--- src/shared/p4cs_pkg.sv ---
package p4cs_pkg;

    // Register map
    localparam logic [7:0] ADDR_PIN_LATCH  = 8'hD8;
    localparam logic [7:0] ADDR_BASE_FIRST = 8'hE8;
    localparam logic [7:0] ADDR_CTRL_A     = 8'hF8;
    localparam logic [7:0] ADDR_CTRL_B     = 8'hF9;
    localparam logic [7:0] ADDR_EXT_CTRL   = 8'hFA;

    // Reset values
    localparam logic [3:0] LATCH_RESET = 4'hF;
    localparam logic [7:0] CTRL_RESET  = 8'h00;
    localparam logic [3:0] PIN_IDLE    = 4'hF;

    // Field layout: one nibble per pin in the control pair, invert bits in ext control
    localparam int PIN_COUNT = 4;
    localparam int FIELD_W   = 4;
    localparam int MODE_LSB  = 0;
    localparam int IGN_LSB   = 2;
    localparam int INV_LSB   = 4;
    localparam int IRQ3_PIN  = 2;
    localparam int IRQ2_PIN  = 3;

    typedef enum logic [1:0] {
        MODE_GPIO,
        MODE_RD,
        MODE_WR,
        MODE_RDWR
    } p4cs_mode_t;

    // External data memory cycle as the core drives it
    typedef struct packed {
        logic [15:0] addr;
        logic        rd_n;
        logic        wr_n;
    } p4cs_xacc_t;

    typedef struct packed {
        p4cs_mode_t  mode;
        logic [1:0]  ign;
        logic        inv;
        logic [15:0] base;
    } p4cs_pin_cfg_t;

endpackage : p4cs_pkg

--- src/hw/p4cs_sync.sv ---
`timescale 1ns/1ps
module p4cs_sync import p4cs_pkg::*; #(
    parameter int         WIDTH   = PIN_COUNT,
    parameter logic [3:0] RST_VAL = PIN_IDLE
) (
    // Clock and reset
    input  wire logic             ref_clk,
    input  wire logic             sys_rst,
    // Levels
    input  wire logic [WIDTH-1:0] async_in,
    output logic      [WIDTH-1:0] sync_out
);

    logic [WIDTH-1:0] stage_one;

    always_ff @(posedge ref_clk) begin
        if (sys_rst) begin
            stage_one <= RST_VAL[WIDTH-1:0];
            sync_out  <= RST_VAL[WIDTH-1:0];
        end else begin
            stage_one <= async_in;
            sync_out  <= stage_one;
        end
    end

endmodule : p4cs_sync

--- src/hw/p4cs_addr_match.sv ---
`timescale 1ns/1ps
module p4cs_addr_match import p4cs_pkg::*; (
    // Compare settings
    input  wire logic [15:0] base,
    input  wire logic [1:0]  ign_bits,
    // Access address
    input  wire logic [15:0] addr,
    output logic             hit
);

    // Low bits below the ignore count never take part in the compare
    wire [15:0] care_mask = 16'hFFFF << ign_bits;

    assign hit = ((addr ^ base) & care_mask) == 16'h0000;

endmodule : p4cs_addr_match

--- src/hw/p4cs_top.sv ---
`timescale 1ns/1ps
module p4cs_top import p4cs_pkg::*; (
    // Clock and reset
    input  wire logic       ref_clk,
    input  wire logic       sys_rst,
    // Special function register port
    input  wire logic [7:0] sfr_addr,
    input  wire logic       sfr_wr,
    input  wire logic       sfr_rd,
    input  wire logic [7:0] sfr_wdata,
    output logic      [7:0] sfr_rdata,
    // External data memory cycle from the core
    input  wire p4cs_xacc_t xacc,
    // Port pins
    input  wire logic [3:0] pin_in,
    output logic      [3:0] pin_out,
    output logic      [3:0] pin_oe,
    // Interrupt levels to the core
    output logic            ext_irq_two_n,
    output logic            ext_irq_three_n
);

    ////////////////////////////////////////////////////////////////////////////////
    // Registers

    logic [3:0]    port4_pin_latch;
    logic [3:0]    latch_prev;
    logic [7:0]    strobe_mode_ctrl_a;
    logic [7:0]    strobe_mode_ctrl_b;
    logic [7:0]    port_ext_ctrl;
    logic [7:0]    strobe_base_addr_high [PIN_COUNT];
    logic [7:0]    strobe_base_addr_low  [PIN_COUNT];
    logic [3:0]    pin_sync;
    p4cs_pin_cfg_t cfg                   [PIN_COUNT];
    logic [3:0]    hit;
    logic [3:0]    strobe_act;
    logic [3:0]    is_gpio;
    logic [3:0]    kick;
    logic [3:0]    next_out;
    logic [3:0]    next_oe;

    ////////////////////////////////////////////////////////////////////////////////
    // Register decode

    wire       wr_latch  = sfr_wr && (sfr_addr == ADDR_PIN_LATCH);
    wire       wr_ctrl_a = sfr_wr && (sfr_addr == ADDR_CTRL_A);
    wire       wr_ctrl_b = sfr_wr && (sfr_addr == ADDR_CTRL_B);
    wire       wr_ext    = sfr_wr && (sfr_addr == ADDR_EXT_CTRL);
    wire       in_base   = (sfr_addr[7:3] == ADDR_BASE_FIRST[7:3]);
    wire [1:0] base_idx  = sfr_addr[2:1];
    wire       base_low  = sfr_addr[0];
    wire       wr_base   = sfr_wr && in_base;

    wire [7:0] base_rd   = base_low ? strobe_base_addr_low[base_idx]
                                    : strobe_base_addr_high[base_idx];

    // Pins read back their sampled level; upper nibble reads zero
    wire [7:0] next_rdata =
        (sfr_addr == ADDR_PIN_LATCH) ? {4'h0, pin_sync} :
        (sfr_addr == ADDR_CTRL_A)    ? strobe_mode_ctrl_a :
        (sfr_addr == ADDR_CTRL_B)    ? strobe_mode_ctrl_b :
        (sfr_addr == ADDR_EXT_CTRL)  ? port_ext_ctrl :
        in_base                      ? base_rd : 8'h00;

    always_ff @(posedge ref_clk) begin
        if (sys_rst) begin
            port4_pin_latch    <= LATCH_RESET;
            strobe_mode_ctrl_a <= CTRL_RESET;
            strobe_mode_ctrl_b <= CTRL_RESET;
            port_ext_ctrl      <= CTRL_RESET;
        end else begin
            if (wr_latch)  port4_pin_latch    <= sfr_wdata[3:0];
            if (wr_ctrl_a) strobe_mode_ctrl_a <= sfr_wdata;
            if (wr_ctrl_b) strobe_mode_ctrl_b <= sfr_wdata;
            if (wr_ext)    port_ext_ctrl      <= sfr_wdata;
        end
    end

    always_ff @(posedge ref_clk) begin
        if (sys_rst) begin
            for (int i = 0; i < PIN_COUNT; i++) begin
                strobe_base_addr_high[i] <= CTRL_RESET;
                strobe_base_addr_low[i]  <= CTRL_RESET;
            end
        end else if (wr_base) begin
            if (base_low) strobe_base_addr_low[base_idx]  <= sfr_wdata;
            else          strobe_base_addr_high[base_idx] <= sfr_wdata;
        end
    end

    always_ff @(posedge ref_clk) begin
        if (sys_rst) begin
            sfr_rdata <= 8'h00;
        end else if (sfr_rd) begin
            sfr_rdata <= next_rdata;
        end
    end

    ////////////////////////////////////////////////////////////////////////////////
    // Pin input sampling

    p4cs_sync #(
        .WIDTH   (PIN_COUNT),
        .RST_VAL (PIN_IDLE)
    ) u_sync (
        .ref_clk  (ref_clk),
        .sys_rst  (sys_rst),
        .async_in (pin_in),
        .sync_out (pin_sync)
    );

    ////////////////////////////////////////////////////////////////////////////////
    // Per-pin strobe generation

    wire [15:0] ctrl_ab = {strobe_mode_ctrl_b, strobe_mode_ctrl_a};
    wire        acc_rd  = ~xacc.rd_n;
    wire        acc_wr  = ~xacc.wr_n;

    for (genvar g = 0; g < PIN_COUNT; g++) begin : g_pin
        assign cfg[g].mode = p4cs_mode_t'(ctrl_ab[FIELD_W*g+MODE_LSB +: 2]);
        assign cfg[g].ign  = ctrl_ab[FIELD_W*g+IGN_LSB +: 2];
        assign cfg[g].inv  = port_ext_ctrl[INV_LSB+g];
        assign cfg[g].base = {strobe_base_addr_high[g], strobe_base_addr_low[g]};

        p4cs_addr_match u_match (
            .base     (cfg[g].base),
            .ign_bits (cfg[g].ign),
            .addr     (xacc.addr),
            .hit      (hit[g])
        );

        assign strobe_act[g] = hit[g] && (
            ((cfg[g].mode == MODE_RD)   && acc_rd) ||
            ((cfg[g].mode == MODE_WR)   && acc_wr) ||
            ((cfg[g].mode == MODE_RDWR) && (acc_rd || acc_wr)));
        assign is_gpio[g]  = (cfg[g].mode == MODE_GPIO);
        // Strobe level follows the polarity choice; latch only reaches GPIO pins
        assign next_out[g] = is_gpio[g] ? port4_pin_latch[g]
                           : (cfg[g].inv ? strobe_act[g] : ~strobe_act[g]);
        // GPIO pins quasi-bidirectional: strong low, strong high for one cycle on a rise, else pull-up; strobe pins always driven
        assign next_oe[g]  = is_gpio[g] ? (~port4_pin_latch[g] | kick[g]) : 1'b1;
    end

    assign kick = port4_pin_latch & ~latch_prev;

    always_ff @(posedge ref_clk) begin
        if (sys_rst) begin
            latch_prev      <= LATCH_RESET;
            pin_out         <= PIN_IDLE;
            pin_oe          <= 4'h0;
            ext_irq_two_n   <= 1'b1;
            ext_irq_three_n <= 1'b1;
        end else begin
            latch_prev      <= port4_pin_latch;
            pin_out         <= next_out;
            pin_oe          <= next_oe;
            ext_irq_two_n   <= is_gpio[IRQ2_PIN] ? pin_sync[IRQ2_PIN] : 1'b1;
            ext_irq_three_n <= is_gpio[IRQ3_PIN] ? pin_sync[IRQ3_PIN] : 1'b1;
        end
    end

    ////////////////////////////////////////////////////////////////////////////////
    // Assertions

    property p_latch_write;
        @(posedge ref_clk) disable iff (sys_rst)
        wr_latch |=> (port4_pin_latch == $past(sfr_wdata[3:0]));
    endproperty
    a_latch_write: assert property (p_latch_write)
        else $error("port latch did not take written nibble");

    property p_upper_zero;
        @(posedge ref_clk) disable iff (sys_rst)
        (sfr_rd && sfr_addr == ADDR_PIN_LATCH) |=> (sfr_rdata[7:4] == 4'h0);
    endproperty
    a_upper_zero: assert property (p_upper_zero)
        else $error("port read upper nibble not zero");

    property p_gpio_low;
        @(posedge ref_clk) disable iff (sys_rst)
        (is_gpio[0] && !port4_pin_latch[0]) |=> (pin_oe[0] && !pin_out[0]);
    endproperty
    a_gpio_low: assert property (p_gpio_low)
        else $error("gpio pin not driven low for zero latch");

    property p_irq_three;
        @(posedge ref_clk) disable iff (sys_rst)
        is_gpio[IRQ3_PIN] |=> (ext_irq_three_n == $past(pin_sync[IRQ3_PIN]));
    endproperty
    a_irq_three: assert property (p_irq_three)
        else $error("interrupt three does not follow pin 2");

    property p_rd_strobe;
        @(posedge ref_clk) disable iff (sys_rst)
        (cfg[0].mode == MODE_RD && hit[0] && acc_rd && !cfg[0].inv) |=> !pin_out[0];
    endproperty
    a_rd_strobe: assert property (p_rd_strobe)
        else $error("read strobe missing on pin 0");

    property p_wr_strobe;
        @(posedge ref_clk) disable iff (sys_rst)
        (cfg[0].mode == MODE_WR && hit[0] && acc_wr && cfg[0].inv) |=> pin_out[0];
    endproperty
    a_wr_strobe: assert property (p_wr_strobe)
        else $error("inverted write strobe missing on pin 0");

    property p_idle_level;
        @(posedge ref_clk) disable iff (sys_rst)
        (cfg[0].mode == MODE_RDWR && !hit[0]) |=> (pin_out[0] != $past(cfg[0].inv));
    endproperty
    a_idle_level: assert property (p_idle_level)
        else $error("strobe active outside address range");

    property p_strobe_drives;
        @(posedge ref_clk) disable iff (sys_rst)
        (!is_gpio[1] && $stable(port_ext_ctrl) && !acc_rd && !acc_wr)
            |=> (pin_oe[1] && (pin_out[1] != $past(port_ext_ctrl[INV_LSB+1])));
    endproperty
    a_strobe_drives: assert property (p_strobe_drives)
        else $error("strobe pin follows latch");

    property p_kick;
        @(posedge ref_clk) disable iff (sys_rst)
        (is_gpio[3] && kick[3]) |=> (pin_oe[3] && pin_out[3]);
    endproperty
    a_kick: assert property (p_kick)
        else $error("gpio rise not driven high for one cycle");

    property p_gpio_release;
        @(posedge ref_clk) disable iff (sys_rst)
        (is_gpio[1] && port4_pin_latch[1] && !kick[1]) |=> !pin_oe[1];
    endproperty
    a_gpio_release: assert property (p_gpio_release)
        else $error("gpio pin with latch one still driven");

    property p_irq_two;
        @(posedge ref_clk) disable iff (sys_rst)
        is_gpio[IRQ2_PIN] |=> (ext_irq_two_n == $past(pin_sync[IRQ2_PIN]));
    endproperty
    a_irq_two: assert property (p_irq_two)
        else $error("interrupt two does not follow pin 3");

    property p_irq_idle;
        @(posedge ref_clk) disable iff (sys_rst)
        !is_gpio[IRQ2_PIN] |=> ext_irq_two_n;
    endproperty
    a_irq_idle: assert property (p_irq_idle)
        else $error("interrupt two active while pin is a strobe");

    property p_rdwr_strobe;
        @(posedge ref_clk) disable iff (sys_rst)
        (cfg[2].mode == MODE_RDWR && hit[2] && (acc_rd || acc_wr))
            |=> (pin_out[2] == $past(cfg[2].inv));
    endproperty
    a_rdwr_strobe: assert property (p_rdwr_strobe)
        else $error("read or write strobe missing on pin 2");

    property p_wr_ignores_read;
        @(posedge ref_clk) disable iff (sys_rst)
        (cfg[1].mode == MODE_WR && acc_rd && !acc_wr) |=> (pin_out[1] != $past(cfg[1].inv));
    endproperty
    a_wr_ignores_read: assert property (p_wr_ignores_read)
        else $error("write strobe pin pulsed on a read");

    property p_base_write;
        @(posedge ref_clk) disable iff (sys_rst)
        (wr_base && base_low && base_idx == 2'h0) |=> (strobe_base_addr_low[0] == $past(sfr_wdata));
    endproperty
    a_base_write: assert property (p_base_write)
        else $error("pin 0 low base byte write lost");

    property p_ext_write;
        @(posedge ref_clk) disable iff (sys_rst)
        wr_ext |=> (port_ext_ctrl == $past(sfr_wdata));
    endproperty
    a_ext_write: assert property (p_ext_write)
        else $error("polarity register write lost");

    property p_read_data;
        @(posedge ref_clk) disable iff (sys_rst)
        (sfr_rd && sfr_addr == ADDR_CTRL_A) |=> (sfr_rdata == $past(strobe_mode_ctrl_a));
    endproperty
    a_read_data: assert property (p_read_data)
        else $error("control register a read back wrong");

    property p_mask_match;
        @(posedge ref_clk) disable iff (sys_rst)
        hit[0] |-> ((xacc.addr >> cfg[0].ign) == (cfg[0].base >> cfg[0].ign));
    endproperty
    a_mask_match: assert property (p_mask_match)
        else $error("address hit outside masked range");

    property p_ctrl_write;
        @(posedge ref_clk) disable iff (sys_rst)
        wr_ctrl_b |=> (strobe_mode_ctrl_b == $past(sfr_wdata));
    endproperty
    a_ctrl_write: assert property (p_ctrl_write)
        else $error("control register b write lost");

    c_rd_strobe: cover property (@(posedge ref_clk) disable iff (sys_rst)
        cfg[0].mode == MODE_RD && hit[0] && acc_rd);
    c_wr_strobe: cover property (@(posedge ref_clk) disable iff (sys_rst)
        cfg[1].mode == MODE_WR && hit[1] && acc_wr);
    c_masked_hit: cover property (@(posedge ref_clk) disable iff (sys_rst)
        hit[0] && cfg[0].ign == 2'h2 && xacc.addr[1:0] == 2'h3);
    c_gpio_kick: cover property (@(posedge ref_clk) disable iff (sys_rst)
        is_gpio[3] && kick[3]);

endmodule : p4cs_top

--- config.mk ---
export PLATFORM = sky130hd
export DESIGN_NAME = p4cs_top
export DESIGN_NICKNAME = d
export VERILOG_FILES = /design/src/shared/p4cs_pkg.sv /design/src/hw/p4cs_sync.sv /design/src/hw/p4cs_addr_match.sv /design/src/hw/p4cs_top.sv
export SDC_FILE = /design/constraint.sdc
export NUM_CORES = 1
export LEC_CHECK = 0
export BUFFER_PORTS_ARGS = -buffer_cell sky130_fd_sc_hd__clkbuf_2
export CORE_ASPECT_RATIO = 1.5
export CORE_UTILIZATION = 50
export DETAILED_ROUTE_END_ITERATION = 8
export HOLD_SLACK_MARGIN = 0.15
export PLACE_DENSITY = 0.72
export SLEW_MARGIN = 5
export SYNTH_ARGS = -nofsm -noshare
export SYNTH_HDL_FRONTEND = slang
export SYNTH_HIERARCHICAL = 1
export SYNTH_SLANG_ARGS = --single-unit
--- constraint.sdc ---
create_clock -name ref_clk -period 1.9 [get_ports ref_clk]
set_input_delay 0.095 -clock ref_clk [delete_from_list [all_inputs] [get_ports ref_clk]]
set_output_delay 0.095 -clock ref_clk [all_outputs]
set_load 0.1 [all_outputs]
==> impl_results.md, run 1 <==
* Die area at 13000 um^2
* Register area share after synthesis at 49.17%
* Final setup viols at 2
* Comb pwr share at 10.6%
* Reg2reg path depth at 7
* Vias in the first global route at 5038
* Avg Inst Size Synth at 11.00 um^2
* Mapped Nets at 612
* CORE AREA at 12080 um^2
* Net Sw Frac at 24.60%
* R2R Path End: pin_out[3]
* Power Dens Cells at 855.7 nW/um^2
* Post-route cell area at 7580 um^2
* Cell Area, Placed at 6947 um^2
* Layout cells sized above 1 at 23.63%
* Layout overhead on the synthesized area at 20.89%
* Ys flop type: edfxtp_1
* Initial antenna violation count at 0
* Row count at 49
* Critical path type: register to register
* CTS tree: yes
* Root buffer cell: clkbuf_16
* Pre-antenna DRT Iters at 5
* Routed vias/inst at 5.995
* Worst setup endpoint: pin_out[3]
* Crit-path cells: xor2_1, nor4_2, nand4_1, nor3_2, o21ai_1, xnor2_1, o211ai_1
* Clock network power share at 44.3%
* Max FO, Critical Path at 2
* Worst path slowest cell: edfxtp_1
* WL final at 18.34 mm
* Top cells by instance count after synthesis: 66 x and2_1, 64 x edfxtp_1, 58 x dfxtp_1, 53 x mux2i_1, 38 x nor2_1
* Max transition margin at 62.06%
* Final worst slack at -0.1076 ns
* Maxcap violations at 0
* CP delay by family, top: simple AND/OR/NAND/NOR gates
* Top cell type's share of synthesized area at 30.65%
* Setup crit end kind: register
* Placer Congestion at 0.9321
* First-pass GRT wire length at 27.82 mm
* DIE WIDTH at 93.43 um
* Io pins at 60
* H-tree levels at 4
* Pleak at 2.857 nW
* Non-filler instance count after layout at 830
* Yosys top cell by area: edfxtp_1
* Failing checks: setup timing
* Hold Crit Depth at 3
* Port Buf Inserts at 59
* Placed insts at 790
* Placed wire-length estimate at 13.71 mm
* Period Utilization, post-route at 105.7%
* Largest family of logic cells by synthesized area: simple AND/OR/NAND/NOR gates
* Pins Over Slew Limit at 0
* Compound-Gate Fraction of Synth Area at 8.721%
* Worst Setup SP: strobe_base_addr_high[3][6]
* Worst slew pin tran at 0.5715 ns
* Status: complete, but fails checks
* Antenna diodes at 0
* Final min period at 2.008 ns
* Critical Path Source Type: register
* Worst VDD drop at 0.0006539 V
* Post-Place Worst Slack at -0.1823 ns
* P_int at 4.890 mW
* Post-synthesis mux area share at 9.359%
* CP bufs+invs at 0
* Top-count cell post-synth: and2_1
* CP required at 2.18 ns
* Async S/R FF share, synth at 0%
* Clock slew seen by the registers of the worst setup and hold paths at 0.05 ns
* Grt total ovfl at 0
* Hold Path Class: input port to register
* FF-to-FF setup slack at -0.11 ns
* Synth Instances at 570
* TritonCTS Buffers at 17
* Post-Syn Area at 6270 um^2
* Sink Count at 122
* CP Data Arrival Time at 2.28 ns
* Adder-cell share of the synthesized area at 0%
* Drt initial violations at 289
* Hold Violations, Final at 0
* Post-synth EDFFs at 64
* Worst hold slack at 0.1951 ns
* Maximum clock rate at 0.4981 GHz
* Number of nets in the layout at 706
* Synth warnings at 6
* Setup Skew at 0.005163 ns
* Simple-Gate Fraction of Synth Area at 20.91%
* Initial Utilization at 51.91%
* Worst-Skew Late Latency at 0.41 ns
* Sw power at 1.595 mW
* Netlist cell types at 55
* Max stage delay on crit path at 0.43 ns
* Clock Path Buffers at 2
* Reg2reg start: strobe_base_addr_high[3][6]
* Top post-synthesis cells by area: edfxtp_1 31%, dfxtp_1 19%, mux2i_1 8.5%
* Synthesis-stage register bit count at 122
* Path length in cells of the critical path at 7
* Die height at 139.1 um
* Via count at 4976
* Fill cell count at 992
* Largest net degree at the start of global routing at 43
* Overall Global Routing Usage at 29.49%
* RSZ-0062 raised after global routing: true
* Sequential fraction of design power at 45.1%
* Drt wl/cell at 22.10 um
* Antenna viol nets, final at 0
* XOR/XNOR Fraction of Synth Area at 9.499%
* Residual DRC at 0
[sequential cells by signal, indices dropped and copies added (netlist names), 4 cells and up]
name and flops:
latch_prev 4, pin_oe 4, pin_out 4, port4_pin_latch 4, port_ext_ctrl 8, sfr_rdata 8
strobe_base_addr_high 32, strobe_base_addr_low 32, strobe_mode_ctrl_a 8, strobe_mode_ctrl_b 8, u_sync/stage_one 4, u_sync/sync_out 4
[through the flow]
stage / total power [mW] / util, % / setup TNS, ns
2_1_floorplan: 3.356 / - / -2.892
3_3_place_gp: 3.615 / 57.52 / -0.1729
3_5_place_dp: 3.629 / 57.52 / -0.2889
4_1_cts: 6.477 / 62.51 / -0.06093
5_1_grt: 6.656 / 62.76 / -0.3254
6_report: 6.486 / 62.76 / -0.1529
[cell usage in the layout, fill, tap and decap left out, types with 5 or more instances in the layout]
cell type and n:
and2_1 66, edfxtp_1 64, clkbuf_2 59, dfxtp_1 58
mux2i_1 53, nor2_1 38, buf_4 37, xnor2_1 36
xor2_1 32, nand2_1 25, nor2b_1 19, clkbuf_16 17
o22ai_1 8, o221ai_1 8, a31oi_1 8, clkinv_2 8
or2_1 8, or2_2 7, nor4_2 7, a22oi_1 7
o21ai_0 6, a32o_1 6, nand3b_1 6, dlygate4sd3_1 6
nor3_1 5, a21oi_1 5, a211oi_1 5, clkbuf_1 5
[tightest hold or removal path, delay by kind of cell]
kind | cells | cell delay (ns)
buffers and inverters | 1 | 0.27
multiplexers | 1 | 0.12
AND/OR/NAND/NOR | 1 | 0.07
[cell type report]
cell class                      instances  area (um^2)  area share [%]
Multi-Input combinational cell        414         3092           40.79
Sequential cell                       122         3083           40.67
Timing Repair Buffer                  104        673.1           8.881
Clock buffer                           22        444.2           5.860
Tap cell                              153        191.4           2.526
Clock inverter                         10        77.57           1.023
Inverter                                5        18.77          0.2476
[worst min path at each step]
stage                       from                    end  slack, ns
floorplan              pin_in[0]    u_sync/stage_one[0]       0.19
global placement       pin_in[0]    u_sync/stage_one[0]       0.27
detailed placement     pin_in[2]    u_sync/stage_one[2]       0.27
CTS                 sfr_wdata[4]  strobe_mode_ctrl_b[4]       0.18
global route        sfr_wdata[7]  strobe_mode_ctrl_b[7]       0.20
finish              sfr_wdata[4]       port_ext_ctrl[4]       0.20
[cells by family (layout without fill, tap and decap cells)]
| group | count (synthesis) | after routing |
|---|---|---|
| flops | 122 | 122 |
| mux | 56 | 56 |
| xor+xnor | 68 | 68 |
| compound gates | 75 | 75 |
| buf+inv | 34 | 141 |
| simple gates | 215 | 215 |
[power groups by stage]
| stage | Combinational (mW) | Sequential [mW] | Clock [mW] |
|---|---|---|---|
| 6_report | 0.687 | 2.92 | 2.88 |
| 5_1_grt | 0.723 | 2.93 | 3.00 |
| 4_1_cts | 0.671 | 2.92 | 2.88 |
| 3_5_place_dp | 0.652 | 2.98 | 0 |
| 3_3_place_gp | 0.643 | 2.97 | 0 |
| 2_1_floorplan | 0.353 | 3.00 | 0 |
[layer usage]
layer / vias up / routed length [um] / global-route usage (%) / share of wire [%]
met5: - / 0 / 0 / 0
met4: 0 / 1246 / 19.35 / 6.8
met3: 75 / 1009 / 6.086 / 5.5
met2: 236 / 9410 / 51.55 / 51
met1: 2424 / 6673 / 31.49 / 36
li1: 2241 / - / - / -
[timing repair]
action	CTS	global route
resized for setup	4	6
buffers inserted	0	2
hold buffers	6	0
pin swaps	1	11
hold endpoints to repair	11	0
setup endpoints to repair	3	4
(Power assumes the default switching activity.)
==> inputs of run 2 (changes only) <==
- CELL_PAD_IN_SITES_DETAIL_PLACEMENT: unset -> 1
- CELL_PAD_IN_SITES_GLOBAL_PLACEMENT: unset -> 1
- CORE_UTILIZATION: 50 -> 43
- PLACE_DENSITY: 0.72 -> unset
- PLACE_DENSITY_LB_ADDON: unset -> 0.1
==> impl_results.md, run 2 (synthesis results as in run 1) <==
* Io pins at 60
* Placed wire-length estimate at 15.36 mm
* Port Buf Inserts at 59
* Hold Crit Depth at 3
* Hold Path End: port4_pin_latch[0]
* P_int at 5.245 mW
* Worst path slowest cell: edfxtp_1
* Pins Over Slew Limit at 0
* Setup Skew at 0.02033 ns
* Max FO, Critical Path at 2
* Clock Path Buffers at 2
* Final worst slack at -0.09835 ns
* Vias in the first global route at 5274
* Final setup viols at 3
* Row count at 53
* Reg2reg path depth at 7
* Post-route cell area at 7716 um^2
* Overall Global Routing Usage at 28.94%
* Drt initial violations at 257
* WL final at 20.42 mm
* Worst hold slack at 0.1594 ns
* Reg2reg start: strobe_base_addr_high[3][1]
* Pleak at 2.888 nW
* Maximum clock rate at 0.5004 GHz
* Hold path start: sfr_wdata[0]
* Power Dens Cells at 898.5 nW/um^2
* Worst slew pin tran at 0.5674 ns
* Worst VDD drop at 0.0005607 V
* CTS tree: yes
* Hold Path Class: input port to register
* Via count at 4883
* Max transition margin at 62.33%
* H-tree levels at 4
* First-pass GRT wire length at 31.27 mm
* Root buffer cell: clkbuf_16
* Layout cells sized above 1 at 24.37%
* Die area at 15080 um^2
* CP Data Arrival Time at 2.29 ns
* Residual DRC at 0
* Grt total ovfl at 0
* Initial Utilization at 44.39%
* Drt wl/cell at 23.50 um
* Pre-antenna DRT Iters at 4
* CP required at 2.19 ns
* Number of nets in the layout at 706
* Period Utilization, post-route at 105.2%
* Biggest registers after layout: strobe_base_addr_high: 32 flops, strobe_base_addr_low: 32 flops
* Sw power at 1.689 mW
* Critical Path Source Type: register
* Layout overhead on the synthesized area at 23.07%
* Maxcap violations at 0
* R2R Path End: pin_out[3]
* Post-Place Worst Slack at -0.2309 ns
* Status: complete, but fails checks
* Antenna viol nets, final at 0
* Clock slew seen by the registers of the worst setup and hold paths at 0.06 ns
* Critical path type: register to register
* Worst-Skew Late Latency at 0.41 ns
* Antenna diodes at 0
* Routed vias/inst at 5.619
* Setup crit end kind: register
* Max stage delay on crit path at 0.39 ns
* Sequential fraction of design power at 42.2%
* TritonCTS Buffers at 17
* Largest net degree at the start of global routing at 37
* Die height at 149.9 um
* Commonest non-fill, non-tap cell in the layout: and2_1
* Clock network power share at 47.7%
* Final min period at 1.998 ns
* Placer Congestion at 0.9130
* CORE AREA at 14120 um^2
* Failing checks: setup timing
* Net Sw Frac at 24.36%
* Hold Violations, Final at 0
* Leading cell types in the layout, fill and taps excluded: 66 x and2_1, 64 x edfxtp_1, 59 x clkbuf_2
* Comb pwr share at 10.1%
* Sink Count at 122
* Cell Area, Placed at 7018 um^2
* Initial antenna violation count at 0
* FF-to-FF setup slack at -0.1 ns
* Crit-path cells: xor2_1, nor4_2, nand4_1, nor3_2, o21ai_1, xnor2_1, o211ai_1
* DIE WIDTH at 100.6 um
* RSZ-0062 raised after global routing: true
==> run 2: cell type report <==
cell class                      instances  area, um^2
Fill cell                            1531        6409
Tap cell                              192       240.2
Timing Repair Buffer                  104       668.1
Inverter                                5       18.77
Multi-Input combinational cell        414        3100
Sequential cell                       122        3083
Clock buffer                           22       464.2
Clock inverter                         10       141.4
==> run 2: how the worst max path moves through the flow <==
stage	endpoint	cells after the start	slack, ns	start
floorplan	strobe_base_addr_low[0][0]	4	-0.18	sfr_addr[1]
global placement	pin_out[2]	7	-0.24	strobe_base_addr_high[2][1]
detailed placement	pin_out[2]	7	-0.23	strobe_base_addr_high[2][1]
CTS	pin_out[1]	7	-0.08	strobe_base_addr_low[1][5]
global route	pin_out[3]	7	-0.13	strobe_base_addr_high[3][1]
finish	pin_out[3]	7	-0.1	strobe_base_addr_high[3][1]
==> run 2: power groups by stage <==
| stage | logic [mW] | clock network, mW | registers [mW] |
|---|---|---|---|
| after CTS | 0.696 | 3.33 | 2.93 |
| final | 0.703 | 3.31 | 2.93 |
| after global placement | 0.664 | 0 | 2.97 |
| after global routing | 0.737 | 3.45 | 2.93 |
| after detailed placement | 0.674 | 0 | 2.98 |
| after floorplan | 0.353 | 0 | 3.00 |
==> run 2: metal layers <==
| metal | wire (um) | track usage [%] |
|---|---|---|
| met1 | 7864 | 32.15 |
| met2 | 11010 | 53.25 |
| met3 | 761 | 4.250 |
| met4 | 788 | 14.06 |
| met5 | 0 | 0 |
==> run 2: timing repair <==
item | 4_1_cts | 5_1_grt
gates resized for setup | 10 | 2
buffers inserted | 0 | 1
endpoints found under the hold margin | 4 | 0
hold buffers | 4 | 0
pin swaps | 7 | 10
endpoints found under the setup margin | 4 | 4
==> run 2: metrics by stage <==
step	TNS (ns)	utilization, %	instances	power [mW]
finish	-0.2252	54.63	869	6.933
global placement	-0.5037	49.69	832	3.638
detailed placement	-0.8782	49.69	832	3.655
global route	-0.3635	54.63	869	7.119
CTS	-0.1885	54.53	868	6.947
floorplan	-2.892	-	570	3.356
==> run 2: worst max-delay path, delay by kind of cell, from the launching register on <==
kind | cells | cell delay [ns]
AND/OR/NAND/NOR | 3 | 0.90
flip-flops | 1 | 0.39
XOR/XNOR | 2 | 0.34
AO/OA/AOI/OAI | 2 | 0.23
